===== src/core/tlv_cmd_pkg.sv =====
// Purpose: constants shared by the card-side toolkit and object transfer decoder
// Assumes: byte-wide command units already framed by an outer link layer
// Notes:   status words and command classes are named once here
package tlv_cmd_pkg;
   // =====================================================================
   // Command classes
   // =====================================================================
   typedef enum logic [2:0] {
      CMD_PROFILE   = 3'h0,
      CMD_ENVELOPE  = 3'h1,
      CMD_FETCH     = 3'h2,
      CMD_TERM_RESP = 3'h3,
      CMD_RETRIEVE  = 3'h4,
      CMD_STORE     = 3'h5,
      CMD_SELECT    = 3'h6,
      CMD_OTHER     = 3'h7
   } cmd_kind_t;

   // =====================================================================
   // Block selector in the second parameter byte
   // =====================================================================
   localparam logic [1:0] BLK_FIRST  = 2'h2;
   localparam logic [1:0] BLK_NEXT   = 2'h0;
   localparam logic [1:0] BLK_RETX   = 2'h1;
   localparam int         BLK_POS    = 6;
   localparam logic [4:0] SFI_CUR    = 5'h00;

   // =====================================================================
   // Parameter, tag and length codes
   // =====================================================================
   localparam logic [7:0] PARAM_ZERO    = 8'h00;
   localparam logic [7:0] TAG_LIST      = 8'h5C;
   localparam logic [7:0] TAG_PRIM_LO   = 8'h80;
   localparam logic [7:0] TAG_PRIM_HI   = 8'h9E;
   localparam logic [7:0] TAG_PRIM_EXT  = 8'h9F;
   localparam logic [7:0] TAG_CONS_LO   = 8'hA0;
   localparam logic [7:0] TAG_CONS_HI   = 8'hBE;
   localparam logic [7:0] TAG_CONS_EXT  = 8'hBF;
   localparam logic [7:0] TAG2_LO       = 8'h1F;
   localparam logic [7:0] TAG2_HI       = 8'h7F;
   localparam logic [7:0] TAG3_MID_LO   = 8'h81;
   localparam logic [7:0] TAG3_LAST_HI  = 8'h7F;
   localparam logic [7:0] LEN_SHORT_MAX = 8'h7F;
   localparam logic [7:0] LEN_LONG1     = 8'h81;
   localparam logic [7:0] LEN_LONG2     = 8'h82;
   localparam logic [7:0] LEN_LONG3     = 8'h83;

   // =====================================================================
   // Status words
   // =====================================================================
   localparam logic [15:0] SW_OK         = 16'h9000;
   localparam logic [15:0] SW_MORE_AVL   = 16'h62F1;
   localparam logic [15:0] SW_MORE_AVL_P = 16'h62F2;
   localparam logic [15:0] SW_MORE_EXP   = 16'h63F1;
   localparam logic [15:0] SW_MORE_EXP_P = 16'h63F2;
   localparam logic [15:0] SW_DONE_NEXT  = 16'h6A86;
   localparam logic [15:0] SW_BAD_DATA   = 16'h6A80;
   localparam logic [15:0] SW_BAD_P1P2   = 16'h6B00;
   localparam logic [15:0] SW_NO_INS     = 16'h6D00;
   localparam logic [15:0] SW_NO_STATE   = 16'h6985;
   localparam logic [15:0] SW_WRONG_LEN  = 16'h6700;
endpackage : tlv_cmd_pkg


===== src/core/byte_fifo.sv =====
// Purpose: small synchronous FIFO with valid and ready on both sides
// Assumes: one clock, synchronous active-low reset
// Notes:   depth must be a power of two
`timescale 1ns/1ns
`default_nettype none
module byte_fifo #(
   parameter int WIDTH = 8,
   parameter int DEPTH = 8
) (
   // Clock and reset
   input  wire logic             mclk_in,
   input  wire logic             nrst_in,
   // Fill side
   input  wire logic             in_valid_in,
   output logic                  in_ready_out,
   input  wire logic [WIDTH-1:0] in_data_in,
   // Drain side
   output logic                  out_valid_out,
   input  wire logic             out_ready_in,
   output logic      [WIDTH-1:0] out_data_out
);
   localparam int AW = $clog2(DEPTH);

   initial begin
      if (DEPTH < 2 || (1 << AW) != DEPTH || WIDTH < 1) begin
         $error("byte_fifo: depth must be a power of two of at least 2");
      end
   end

   logic [WIDTH-1:0] mem [DEPTH];
   logic [AW:0]      wr_ptr;
   logic [AW:0]      rd_ptr;
   logic             push;
   logic             pop;

   assign in_ready_out  = (wr_ptr - rd_ptr) != (AW+1)'(DEPTH);
   assign out_valid_out = wr_ptr != rd_ptr;
   assign out_data_out  = mem[rd_ptr[AW-1:0]];
   assign push          = in_valid_in && in_ready_out;
   assign pop           = out_valid_out && out_ready_in;

   always_ff @(posedge mclk_in) begin
      if (push) begin
         mem[wr_ptr[AW-1:0]] <= in_data_in;
      end
   end

   always_ff @(posedge mclk_in) begin
      if (!nrst_in) begin
         wr_ptr <= '0;
      end else if (push) begin
         wr_ptr <= wr_ptr + 1'b1;
      end
   end

   always_ff @(posedge mclk_in) begin
      if (!nrst_in) begin
         rd_ptr <= '0;
      end else if (pop) begin
         rd_ptr <= rd_ptr + 1'b1;
      end
   end

   a_no_overfill: assert property (@(posedge mclk_in) disable iff (!nrst_in)
      (wr_ptr - rd_ptr) <= (AW+1)'(DEPTH))
      else $error("fifo holds more than its depth");
endmodule : byte_fifo
`default_nettype wire


===== src/core/tlv_cmd_decoder.sv =====
// Purpose: card-side decoder for toolkit commands and segmented object transfer
// Assumes: command header arrives as one strobe, data bytes stream after it
// Notes:   per-channel tag pointer and offset; toolkit payload passes a FIFO
`timescale 1ns/1ns
`default_nettype none
// How it works
// - Envelope needs both parameter bytes zero
// - Fetch: zero params, no data, answers 9000
// - Response and profile: zero params, data present
// - Unsupported command gets status, not executed
// - Object framed tag, length, value
// - Primitive tags only from context ranges
// - Constructed tags only from context ranges
// - Tag list request on retrieve raises tag_list_out
// - Length forms short, 81, 82, 83
// - Length must be shortest encoding
// - Transfer state kept per logical channel
// - First block starts, next blocks continue
// - Non-final block answers more data
// - File or pointer change aborts transfer
// - Good first block sets pointer, aborts old
// - Error status leaves pointer and offset
// - Retransmit only after success, same params
// - Retrieve answers 62F1 or 62F2 mid-object
// - Store answers 63F1/63F2, then 9000
// - Next after completion answers 6A86
module tlv_cmd_decoder
   import tlv_cmd_pkg::*;
#(
   parameter int CHANNELS   = 4,
   parameter int FIFO_DEPTH = 8
) (
   // Clock and reset
   input  wire logic                        mclk_in,
   input  wire logic                        nrst_in,
   // Command header
   input  wire logic                        cmd_valid_in,
   input  wire cmd_kind_t                   cmd_kind_in,
   input  wire logic [$clog2(CHANNELS)-1:0] cmd_chan_in,
   input  wire logic [7:0]                  cmd_p1_in,
   input  wire logic [7:0]                  cmd_p2_in,
   input  wire logic                        cmd_has_lc_in,
   input  wire logic [7:0]                  cmd_lc_in,
   input  wire logic                        cmd_has_le_in,
   input  wire logic                        cmd_app_ok_in,
   input  wire logic                        proactive_pending_in,
   // Command data bytes
   input  wire logic                        data_valid_in,
   output logic                             data_ready_out,
   input  wire logic [7:0]                  data_in,
   // Toolkit payload out
   output logic                             kit_valid_out,
   input  wire logic                        kit_ready_in,
   output logic [7:0]                       kit_data_out,
   // Status answer
   output logic                             sw_valid_out,
   output logic [15:0]                      sw_out,
   output logic [23:0]                      obj_tag_out,
   output logic [23:0]                      obj_len_out,
   output logic                             obj_constructed_out,
   output logic                             tag_list_out
);
   localparam int CW = $clog2(CHANNELS);

   initial begin
      if (CHANNELS < 2 || (1 << CW) != CHANNELS) begin
         $error("tlv_cmd_decoder: channel count must be a power of two");
      end
   end

   // ======================================================================
   // Tag and length checks
   // ======================================================================
   function automatic logic tag_ok(input logic [23:0] t, input logic [1:0] n);
      logic [7:0] b0;
      b0 = t[23:16];
      case (n)
         2'd1:    tag_ok = (b0 >= TAG_PRIM_LO && b0 <= TAG_PRIM_HI) ||
                           (b0 >= TAG_CONS_LO && b0 <= TAG_CONS_HI);
         2'd2:    tag_ok = (b0 == TAG_PRIM_EXT || b0 == TAG_CONS_EXT) &&
                           t[15:8] >= TAG2_LO && t[15:8] <= TAG2_HI;
         2'd3:    tag_ok = (b0 == TAG_PRIM_EXT || b0 == TAG_CONS_EXT) &&
                           t[15:8] >= TAG3_MID_LO && t[7:0] <= TAG3_LAST_HI;
         default: tag_ok = 1'b0;
      endcase
   endfunction : tag_ok

   function automatic logic len_short_ok(input logic [7:0] pfx, input logic [23:0] v);
      case (pfx)
         LEN_LONG1: len_short_ok = v[7];
         LEN_LONG2: len_short_ok = v[15:8] != 8'h00;
         LEN_LONG3: len_short_ok = v[23:16] != 8'h00;
         default:   len_short_ok = pfx <= LEN_SHORT_MAX;
      endcase
   endfunction : len_short_ok

   // ======================================================================
   // Sequencer
   // ======================================================================
   typedef enum logic [2:0] {
      ST_IDLE  = 3'b000,
      ST_TAG   = 3'b001,
      ST_LEN   = 3'b011,
      ST_VALUE = 3'b010,
      ST_KIT   = 3'b110,
      ST_ANS   = 3'b111
   } state_t;

   state_t      state;
   logic [15:0] next_sw;
   logic        fifo_ready;
   logic        byte_take;
   logic [7:0]  cnt;
   logic [23:0] tag;
   logic [1:0]  tag_n;
   logic [7:0]  len_pfx;
   logic [23:0] len_val;
   logic [1:0]  len_left;
   logic        obj_err;
   logic        kit_err;
   logic        first_blk;
   logic [1:0]  blk;
   logic [CW-1:0] ch;
   cmd_kind_t   kind;
   logic [7:0]  p2_q;
   logic [7:0]  vcnt;

   // Per-channel transfer context
   logic [23:0] ctx_tag    [CHANNELS];
   logic [23:0] ctx_len    [CHANNELS];
   logic [23:0] ctx_off    [CHANNELS];
   logic        ctx_active [CHANNELS];
   logic        ctx_done   [CHANNELS];
   logic        ctx_ok     [CHANNELS];

   assign blk            = cmd_p2_in[BLK_POS+1:BLK_POS];
   assign byte_take      = data_valid_in && data_ready_out;
   assign data_ready_out = (state == ST_TAG) || (state == ST_LEN) ||
                           (state == ST_VALUE) || (state == ST_KIT && fifo_ready);

   byte_fifo #(.WIDTH(8), .DEPTH(FIFO_DEPTH)) u_kit_fifo (
      .mclk_in       (mclk_in),
      .nrst_in       (nrst_in),
      .in_valid_in   (state == ST_KIT && data_valid_in && !kit_err),
      .in_ready_out  (fifo_ready),
      .in_data_in    (data_in),
      .out_valid_out (kit_valid_out),
      .out_ready_in  (kit_ready_in),
      .out_data_out  (kit_data_out)
   );

   // Header checks, decided in the header cycle
   logic hdr_params_zero;
   logic hdr_kit_bad;
   assign hdr_params_zero = cmd_p1_in == PARAM_ZERO && cmd_p2_in == PARAM_ZERO;
   always_comb begin
      case (cmd_kind_in)
         CMD_ENVELOPE:  hdr_kit_bad = !hdr_params_zero || !cmd_has_lc_in;
         CMD_FETCH:     hdr_kit_bad = !hdr_params_zero || cmd_has_lc_in;
         CMD_PROFILE,
         CMD_TERM_RESP: hdr_kit_bad = !hdr_params_zero || !cmd_has_lc_in ||
                                      cmd_has_le_in;
         default:       hdr_kit_bad = 1'b0;
      endcase
   end

   always_ff @(posedge mclk_in) begin
      if (!nrst_in) begin
         state <= ST_IDLE;
      end else begin
         case (state)
            ST_IDLE: if (cmd_valid_in) begin
               if (!cmd_app_ok_in || cmd_kind_in == CMD_OTHER) begin
                  state <= ST_ANS;
               end else if (cmd_kind_in <= CMD_TERM_RESP) begin
                  state <= (cmd_has_lc_in && cmd_lc_in != 8'h00) ? ST_KIT : ST_ANS;
               end else if (cmd_kind_in != CMD_SELECT && blk == BLK_FIRST &&
                            cmd_has_lc_in && cmd_lc_in != 8'h00) begin
                  state <= ST_TAG;
               end else if (cmd_has_lc_in && cmd_lc_in != 8'h00) begin
                  state <= ST_VALUE;
               end else begin
                  state <= ST_ANS;
               end
            end
            ST_TAG: if (byte_take) begin
               if (cnt == 8'd1) begin
                  state <= ST_ANS;
               end else if (tag_n == 2'd0 ? (data_in[4:0] != 5'h1F) :
                            (tag_n == 2'd2 || !data_in[7])) begin
                  state <= ST_LEN;
               end
            end
            ST_LEN: if (byte_take) begin
               if (cnt == 8'd1 || (len_left == 2'd1) ||
                   (len_pfx == 8'h00 && data_in <= LEN_SHORT_MAX)) begin
                  state <= (cnt == 8'd1) ? ST_ANS : ST_VALUE;
               end
            end
            ST_VALUE: if (byte_take && cnt == 8'd1) begin
               state <= ST_ANS;
            end
            ST_KIT: if (byte_take && cnt == 8'd1) begin
               state <= ST_ANS;
            end
            ST_ANS:  state <= ST_IDLE;
            default: state <= ST_IDLE;
         endcase
      end
   end

   // Command capture
   always_ff @(posedge mclk_in) begin
      if (!nrst_in) begin
         kind      <= CMD_OTHER;
         ch        <= '0;
         p2_q      <= 8'h00;
         first_blk <= 1'b0;
         kit_err   <= 1'b0;
      end else if (state == ST_IDLE && cmd_valid_in) begin
         kind      <= cmd_app_ok_in ? cmd_kind_in : CMD_OTHER;
         ch        <= cmd_chan_in;
         p2_q      <= cmd_p2_in;
         first_blk <= blk == BLK_FIRST;
         kit_err   <= hdr_kit_bad;
      end
   end

   // Byte counter and object header parse
   always_ff @(posedge mclk_in) begin
      if (!nrst_in) begin
         cnt      <= 8'h00;
         tag      <= 24'h0;
         tag_n    <= 2'd0;
         len_pfx  <= 8'h00;
         len_val  <= 24'h0;
         len_left <= 2'd0;
         obj_err  <= 1'b0;
         vcnt     <= 8'h00;
      end else if (state == ST_IDLE && cmd_valid_in) begin
         cnt      <= cmd_lc_in;
         tag      <= 24'h0;
         tag_n    <= 2'd0;
         len_pfx  <= 8'h00;
         len_val  <= 24'h0;
         len_left <= 2'd0;
         obj_err  <= 1'b0;
         vcnt     <= 8'h00;
      end else if (byte_take) begin
         cnt <= cnt - 8'd1;
         vcnt <= vcnt + 8'(state == ST_VALUE);
         if (state == ST_TAG) begin
            tag   <= {tag[15:0], data_in};
            tag_n <= tag_n + 2'd1;
         end else if (state == ST_LEN) begin
            if (len_left == 2'd0 && len_pfx == 8'h00) begin
               len_pfx <= data_in;
               if (data_in <= LEN_SHORT_MAX) begin
                  len_val <= {16'h0, data_in};
               end else if (data_in == LEN_LONG1 || data_in == LEN_LONG2 ||
                            data_in == LEN_LONG3) begin
                  len_left <= data_in[1:0];
               end else begin
                  obj_err <= 1'b1;
               end
            end else begin
               len_val  <= {len_val[15:0], data_in};
               len_left <= len_left - 2'd1;
            end
         end
      end
   end

   // ======================================================================
   // Answer decision
   // ======================================================================
   logic        tag_good;
   logic        is_list;
   logic        len_good;
   logic [23:0] full_tag;
   logic [23:0] new_off;
   assign full_tag = tag << (8 * (3 - tag_n));
   assign is_list  = tag_n == 2'd1 && tag[7:0] == TAG_LIST;
   assign tag_good = tag_ok(full_tag, tag_n) || (is_list && kind == CMD_RETRIEVE);
   assign len_good = !obj_err && len_left == 2'd0 &&
                     len_short_ok(len_pfx, len_val);
   assign new_off  = ctx_off[ch] + 24'(vcnt);

   always_comb begin
      next_sw = SW_OK;
      if (kind == CMD_OTHER) begin
         next_sw = SW_NO_INS;
      end else if (kind <= CMD_TERM_RESP) begin
         next_sw = kit_err ? SW_BAD_P1P2 : SW_OK;
      end else if (kind == CMD_SELECT) begin
         next_sw = SW_OK;
      end else if (p2_q[4:0] != SFI_CUR && !first_blk) begin
         next_sw = SW_BAD_P1P2;
      end else if (first_blk) begin
         if (tag_n == 2'd0 || !tag_good) begin
            next_sw = SW_BAD_DATA;
         end else if (kind == CMD_STORE && !len_good) begin
            next_sw = SW_BAD_DATA;
         end else if (kind == CMD_STORE) begin
            next_sw = (len_val <= 24'(vcnt)) ? SW_OK :
                      (proactive_pending_in ? SW_MORE_EXP_P : SW_MORE_EXP);
         end else begin
            next_sw = proactive_pending_in ? SW_MORE_AVL_P : SW_MORE_AVL;
         end
      end else if (p2_q[BLK_POS+1:BLK_POS] == BLK_RETX) begin
         next_sw = (ctx_ok[ch] && ctx_active[ch]) ? SW_OK : SW_NO_STATE;
      end else if (ctx_done[ch]) begin
         next_sw = SW_DONE_NEXT;
      end else if (!ctx_active[ch]) begin
         next_sw = SW_NO_STATE;
      end else if (new_off >= ctx_len[ch]) begin
         next_sw = SW_OK;
      end else if (kind == CMD_STORE) begin
         next_sw = proactive_pending_in ? SW_MORE_EXP_P : SW_MORE_EXP;
      end else begin
         next_sw = proactive_pending_in ? SW_MORE_AVL_P : SW_MORE_AVL;
      end
   end

   logic ans_err;
   assign ans_err = next_sw[15:8] != 8'h90 && next_sw[15:8] != 8'h62 &&
                    next_sw[15:8] != 8'h63;

   // Per-channel context update
   always_ff @(posedge mclk_in) begin
      if (!nrst_in) begin
         for (int i = 0; i < CHANNELS; i++) begin
            ctx_tag[i]    <= 24'h0;
            ctx_len[i]    <= 24'h0;
            ctx_off[i]    <= 24'h0;
            ctx_active[i] <= 1'b0;
            ctx_done[i]   <= 1'b0;
            ctx_ok[i]     <= 1'b0;
         end
      end else if (state == ST_ANS && kind != CMD_OTHER && kind > CMD_TERM_RESP) begin
         ctx_ok[ch] <= !ans_err;
         if (kind == CMD_SELECT) begin
            ctx_active[ch] <= 1'b0;
            ctx_done[ch]   <= 1'b0;
         end else if (!ans_err) begin
            if (first_blk) begin
               ctx_tag[ch]    <= full_tag;
               ctx_len[ch]    <= (kind == CMD_STORE) ? len_val : 24'hFFFFFF;
               ctx_off[ch]    <= 24'(vcnt);
               ctx_active[ch] <= next_sw != SW_OK;
               ctx_done[ch]   <= next_sw == SW_OK;
            end else if (p2_q[BLK_POS+1:BLK_POS] != BLK_RETX) begin
               ctx_off[ch]    <= new_off;
               ctx_active[ch] <= next_sw != SW_OK;
               ctx_done[ch]   <= next_sw == SW_OK;
            end
         end
      end
   end

   // Registered answer
   always_ff @(posedge mclk_in) begin
      if (!nrst_in) begin
         sw_valid_out        <= 1'b0;
         sw_out              <= SW_OK;
         obj_tag_out         <= 24'h0;
         obj_len_out         <= 24'h0;
         obj_constructed_out <= 1'b0;
         tag_list_out        <= 1'b0;
      end else begin
         sw_valid_out <= state == ST_ANS;
         if (state == ST_ANS) begin
            sw_out              <= next_sw;
            obj_tag_out         <= first_blk ? full_tag : ctx_tag[ch];
            obj_len_out         <= len_val;
            obj_constructed_out <= full_tag[21];
            tag_list_out        <= first_blk && is_list && kind == CMD_RETRIEVE;
         end
      end
   end

   a_err_keeps_off: assert property (@(posedge mclk_in) disable iff (!nrst_in)
      (state == ST_ANS && ans_err && kind != CMD_SELECT) |=> $stable(ctx_off[ch]))
      else $error("offset moved on error");
   a_ans_one: assert property (@(posedge mclk_in) disable iff (!nrst_in)
      (state == ST_ANS) |=> sw_valid_out ##1 !sw_valid_out)
      else $error("strobe not one cycle");
   a_done_next: assert property (@(posedge mclk_in) disable iff (!nrst_in)
      (state == ST_ANS && ctx_done[ch] && !first_blk && kind == CMD_STORE &&
       p2_q[7:6] == BLK_NEXT && p2_q[4:0] == SFI_CUR) |=> sw_out == SW_DONE_NEXT)
      else $error("next after done accepted");
   a_unsup: assert property (@(posedge mclk_in) disable iff (!nrst_in)
      (state == ST_IDLE && cmd_valid_in && !cmd_app_ok_in) |=> state == ST_ANS)
      else $error("unsupported command executed");
   a_kit_hdr: assert property (@(posedge mclk_in) disable iff (!nrst_in)
      (state == ST_ANS && kit_err && kind != CMD_OTHER) |=> sw_out == SW_BAD_P1P2)
      else $error("bad header accepted");
endmodule : tlv_cmd_decoder
`default_nettype wire


===== config.mk =====
export PLATFORM = sky130hd
export DESIGN_NAME = tlv_cmd_decoder
export DESIGN_NICKNAME = d
export VERILOG_FILES = /design/src/core/tlv_cmd_pkg.sv /design/src/core/byte_fifo.sv /design/src/core/tlv_cmd_decoder.sv
export SDC_FILE = /design/constraint.sdc
export NUM_CORES = 1
export LEC_CHECK = 0
export ABC_AREA = 1
export ABC_CLOCK_PERIOD_IN_PS = 7000
export BUFFER_PORTS_ARGS = -buffer_cell sky130_fd_sc_hd__buf_2
export CORE_ASPECT_RATIO = 1.1
export CORE_MARGIN = 1.5
export CORE_UTILIZATION = 50
export DETAILED_ROUTE_END_ITERATION = 8
export PLACE_DENSITY_LB_ADDON = 0.1
export SYNTH_ARGS = -nofsm -noshare
export SYNTH_HDL_FRONTEND = slang
export SYNTH_SLANG_ARGS = --single-unit

===== constraint.sdc =====
create_clock -name mclk_in -period 7 [get_ports mclk_in]
set_clock_uncertainty 0.15 [all_clocks]
set_input_delay 0.35 -clock mclk_in [delete_from_list [all_inputs] [get_ports mclk_in]]
set_output_delay 0.35 -clock mclk_in [all_outputs]
set_load 0.05 [all_outputs]

# Yosys cells after proc, flatten, opt, wreduce, memory -nomap -nowiden
# Memories as Yosys holds them, arrays and structs flattened. A register that Yosys moved wholly into a read port is not among the register bits.
# Index checks and enable logic that the tools add are counted.
# op_classes
shift	1
mux	106
reduce_logical	87
n_lt_le_gt_ge	15
n_eq_ne	49
addsub	9
bitwise	9
# op_table
cell	count
2-to-1 mux 16 bit	15
2-to-1 mux 24 bit	8
OR reduction 24 bit	3
equality test 8 bit, second input constant	8
2-to-1 mux 2 bit	23
2-to-1 mux 3 bit	15
2-to-1 mux 1 bit	38
logical AND 1 bit	34
less-or-equal comparator 8 x 7 -> 1 bit, second input constant	4
left shift 24 x 32 -> 24 bit	1
adder 24 x 8 -> 24 bit	1
>= comparator 24 bit	1
>= comparator 8 bit, second input constant	3
less-or-equal comparator 24 x 8 -> 1 bit	1
logical NOT 8 bit	3
nonzero test 8 bit	3
equality test 3 bit, second input constant	7
equality test 16 bit, second input constant	1
less-or-equal comparator 8 bit, second input constant	2
logical OR 1 bit	16
2-to-1 mux 8 bit	2
!= test 16 bit, second input constant	1
!= test 8 x 7 -> 1 bit, second input constant	2
equality test 3 x 2 -> 1 bit, second input constant	4
other kinds (38)	80
# totals
output_inout_bits	77
ff_bits	170
memories	7
input_bits	46
ram_bits	364
# mem_list
memory	depth	word_bits	read_ports	rd_ports_with_merged_regs	wr	line_no	source
ctx_len	4	24	1	1	4	tlv_cmd_decoder.sv:130	logic [23:0] ctx_len [CHANNELS];
ctx_off	4	24	1	1	4	tlv_cmd_decoder.sv:131	logic [23:0] ctx_off [CHANNELS];
ctx_tag	4	24	1	1	4	tlv_cmd_decoder.sv:129	logic [23:0] ctx_tag [CHANNELS];
u_kit_fifo.mem	8	8	1	1	1	byte_fifo.sv:30	logic [WIDTH-1:0] mem [DEPTH];
ctx_active	4	1	1	1	4	tlv_cmd_decoder.sv:132	logic ctx_active [CHANNELS];
ctx_done	4	1	1	1	4	tlv_cmd_decoder.sv:133	logic ctx_done [CHANNELS];
1 more memories	n/a	n/a	n/a	n/a	n/a	n/a	

# Longest topological paths before layout
# depth
word_depth	28
mapped_depth	41

# By module
# Synthesis repeated with hierarchy kept, for this count alone.
# unflattened
hier_cells	2809
area_unflattened_um2	25011.5
# by_module_without_submodules
mod	cells_each	n_inst	area_per_inst_um2
tlv_cmd_decoder	2529	1	21881.0
byte_fifo	280	1	3130.5

# Worst setup path before layout
# No wires, ideal clock.
# synth_path
path_type	flip-flop to flip-flop
from	register tag_n[1]
to	memory ctx_len[1][0], enable pin
slack_ns	0.676
path_buffers	2
stages_incl_launch_ff	17
arrival_time_ns	5.655
required_time_ns	6.330
period_less_slack_ns	6.324
setup_time_ns	0.520
cell_sequence	dfxtp_1 -> inv_1 -> buf_2 -> buf_1 -> ha_1 -> nand4_1 -> nor4_1 -> nor2_1 -> nand2_1 -> nand2_1 -> nand2_2 -> nand2_2 -> nand2_4 -> nand2_1 -> inv_1 -> nand2_1 -> o21ai_0
# synth_rtl
item	line_no	source
from (decl)	tlv_cmd_decoder.sv:115	logic [1:0] tag_n;
from (signal assigned)	tlv_cmd_decoder.sv:254	tag_n <= tag_n + 2'd1;
to (decl)	tlv_cmd_decoder.sv:130	

==> run metrics <==
pwr dens=327 nW/µm²; DRT met1 WL=28.2 mm; Adder-Cell Fraction of Synth Area=2.84%; XOR/XNOR Fraction of Synth Area=1.06%; gr usage total=27.2%; RSZ-0062 raised after global routing=false; Max VDD drop=250 µV; number of CTS-inserted buffers=55; Total Nets Final=2,949; I/O Pins=123; count of final setup violators=0; hold_sp=cmd_chan_in[1]; post-synthesis simple-gate area fraction=20.0%; Layout area overhead=13.1%; WHS Endpoint=ch[1]$_SDFFE_PN0P_; Final Max Slew Viols=0; worst reg2reg setup slack=1.10 ns; CP Class=reg -> reg; initial antenna violation count=0; Final Hold Vio Count=0; worst endpoint required time=7.20 ns; Clock Sinks=533; die width=216 µm; syn_area_per_cell=9.03 µm²; post-synthesis cell count=2,759; worst slew pin tran=1.24 ns; fmax=0.169 GHz; Seq/Total Area, Yosys=57.1%; die area=51,200 µm²; met3 routed WL=3.76 mm; most common cell after layout, fill and taps aside=nor2_1; layout cells sized above 1=10.2%; leading cell types in the layout, fill and taps excluded=nor2_1 (502), nand2_1 (463), edfxtp_1 (355), inv_1 (223), o21ai_0 (217); fin cells=3,545; Yosys warnings=0; P_leak=0.0115 µW; DRC=0; Power Total=9200 µW; synthesized area=24,900 µm²; max_slew headroom=16.7%; worst reg2reg endpoint=ctx_active[3]$_DFFE_PP_; Worst Path Max Fanout=42; via count=19,900; global route overflow=0; most frequent cell on the critical path=nand2_1; maximum clock path buffer count=3; RD Place Congestion=0.869; Post-DP HPWL=43.7 mm; Worst-path clk slew=0.06 ns; Post-Place Cells=3,410; port bufs=121; vias in the first global route=19,500; die height=237 µm; TritonCTS clock tree=built; largest net degree at the start of global routing=85; fin crit share=84.3%; clock root buffer=clkbuf_16; Max-Cap Viols=0; Core Box Area=49,000 µm²; HP Class=in -> reg; CP max stage delay=0.51 ns; Wirelength per Cell=19.5 µm; Critical Path Source Type=flop; Inserted Diodes=0; first-pass GRT wire length=109 mm; main combinational cell family by area after synthesis=simple AND/OR/NAND/NOR gates; Critical Path End Type=flop; Fin Setup TNS=0 ns; Highest Signal Layer=met4; DRT antenna net count=0; Hold Path Stages=3; Layout Utilization=57.4%; Starting Density=50.8%; cell row count=85; Via density=5.62; FF-to-FF path depth=31; post-synthesis register bit count=533; crit path time final=5.90 ns; Arr. time, crit path=6.10 ns; Initial DRC Count=1,614; H-tree Lvls=2; routed wl met2=35.0 mm; post-synthesis compound-gate area fraction=12.6%; status=complete, no violations; Post-Syn Nets=2,861; Worst path slowest cell=buf_4; TritonRoute pass-1 iters=5; Post-Route WL=69.2 mm; mux contribution to synthesized area=0%; clk_lat worst skew=0.61 ns; Yosys cell types=57
==> through the flow <==
step | hold slack [ns] | setup WS, ns | cell area (µm²)
final | 0.0330 | 1.10 | 28200
after global routing | 0.0206 | 0.625 | 28200
after CTS | 0.00662 | 1.08 | 28200
after detailed placement | 0.297 | 1.10 | 25900
after global placement | 0.290 | 1.24 | 25900
after floorplan | 0.279 | 0.676 | 24900
==> cell families after synthesis <==
kind of cell	after synthesis
compound gates	551
other cells	1
xor+xnor	30
simple gates	1201
buf+inv	387
flops	533
fa+ha+maj	56
==> power breakdown <==
group          switching, µW  leakage (µW)  internal (µW)
clock network           1250      0.000967           1860
registers                168       0.00502           3500
logic                   1720       0.00553            699
total                   3140        0.0115           6060
==> metal layers <==
layer,global-route usage (%),vias up
met2,48.1,650
li1,-,9558
met4,10.3,0
met5,0,-
met1,34.0,9597
met3,3.22,133
==> final cells by class <==
cell class                      count  area (µm²)
Multi-Input combinational cell   1839        9130
Tap cell                          652         816
Sequential cell                   533       14200
Fill cell                        4349       20900
Clock inverter                     20         204
Inverter                          235         886
Timing Repair Buffer              183        1150
Clock buffer                       83        1740
==> critical path: cells and delay by family (launching register included) <==
family,cells,cell delay (ns)
adder cells (fa/ha/maj),3,0.92
AND/OR/NAND/NOR,18,2.52
XOR/XNOR,1,0.13
flip-flops,1,0.34
buffers and inverters,5,0.83
AO/OA/AOI/OAI,4,0.76
==> worst max path at each step <==
stage                                             end             startpoint  slack [ns]
after floorplan           ctx_len[1][0]$_SDFFCE_PN0P_  tag_n[1]$_SDFFE_PP0P_        0.68
after global placement        ctx_active[3]$_DFFE_PP_                   flop        1.24
after detailed placement      ctx_active[3]$_DFFE_PP_                   flop        1.10
after CTS                     ctx_active[3]$_DFFE_PP_                   flop        1.08
after global routing              ctx_done[0]$_DFF_P_                   flop        0.62
final                         ctx_active[3]$_DFFE_PP_                   flop        1.10
==> synth_stat cells (all sizes together) <==
master	number	area, µm²
and3	4	25.0
nand4	18	143
o32ai	1	8.76
nor2	525	2050
o2111ai	1	8.76
fa	1	20.0
ha	55	688
dfxtp	178	3560
nor3	79	417
o31ai	1	7.51
a21oi	173	866
xnor2	6	52.6
o21bai	1	7.51
nand2	470	1790
a31oi	24	150
xor2	24	210
clkinv	3	12.5
a211oi	3	22.5
o211ai	11	82.6
clkbuf	105	394
nor3b	1	7.51
o21ba	1	10.0
a32o	24	240
or2	1	6.26
inv	232	871
edfxtp	355	10700
o22ai	49	307
nor4	13	81.3
a311oi	1	8.76
a221oi	2	17.5
conb	1	3.75
buf	47	310
a32oi	11	111
o21a	2	15.0
o21ai	236	1180
and2	1	6.26
a31o	1	8.76
a22oi	6	45.0
a211o	1	8.76
o221ai	1	8.76
o41ai	1	16.3
nand3	89	455
==> what timing repair did <==
action                                  CTS  global route
endpoints found under the setup margin    0             0
setup buffers                             0             0
endpoints found under the hold margin    90             0
resized for setup                         0             0
hold buffers                             32             0
==> flip-flops by register name, indices dropped and copies added (netlist names), 4 cells and up, named ones only <==
| signal | count |
|---|---|
| vcnt | 8 |
| ctx_active | 4 |
| obj_tag_out | 24 |
| ctx_done | 4 |
| ctx_ok | 4 |
| len_val | 24 |
| u_kit_fifo.wr_ptr | 4 |
| sw_out | 11 |
| obj_len_out | 24 |
| ctx_len | 96 |
| cnt | 8 |
| ctx_off | 96 |
| u_kit_fifo.mem | 64 |
| ctx_tag | 96 |
| len_pfx | 8 |
| u_kit_fifo.rd_ptr | 4 |
| tag | 24 |
| p2_q | 7 |
No activity file was read; power rests on OpenSTA's default activity.
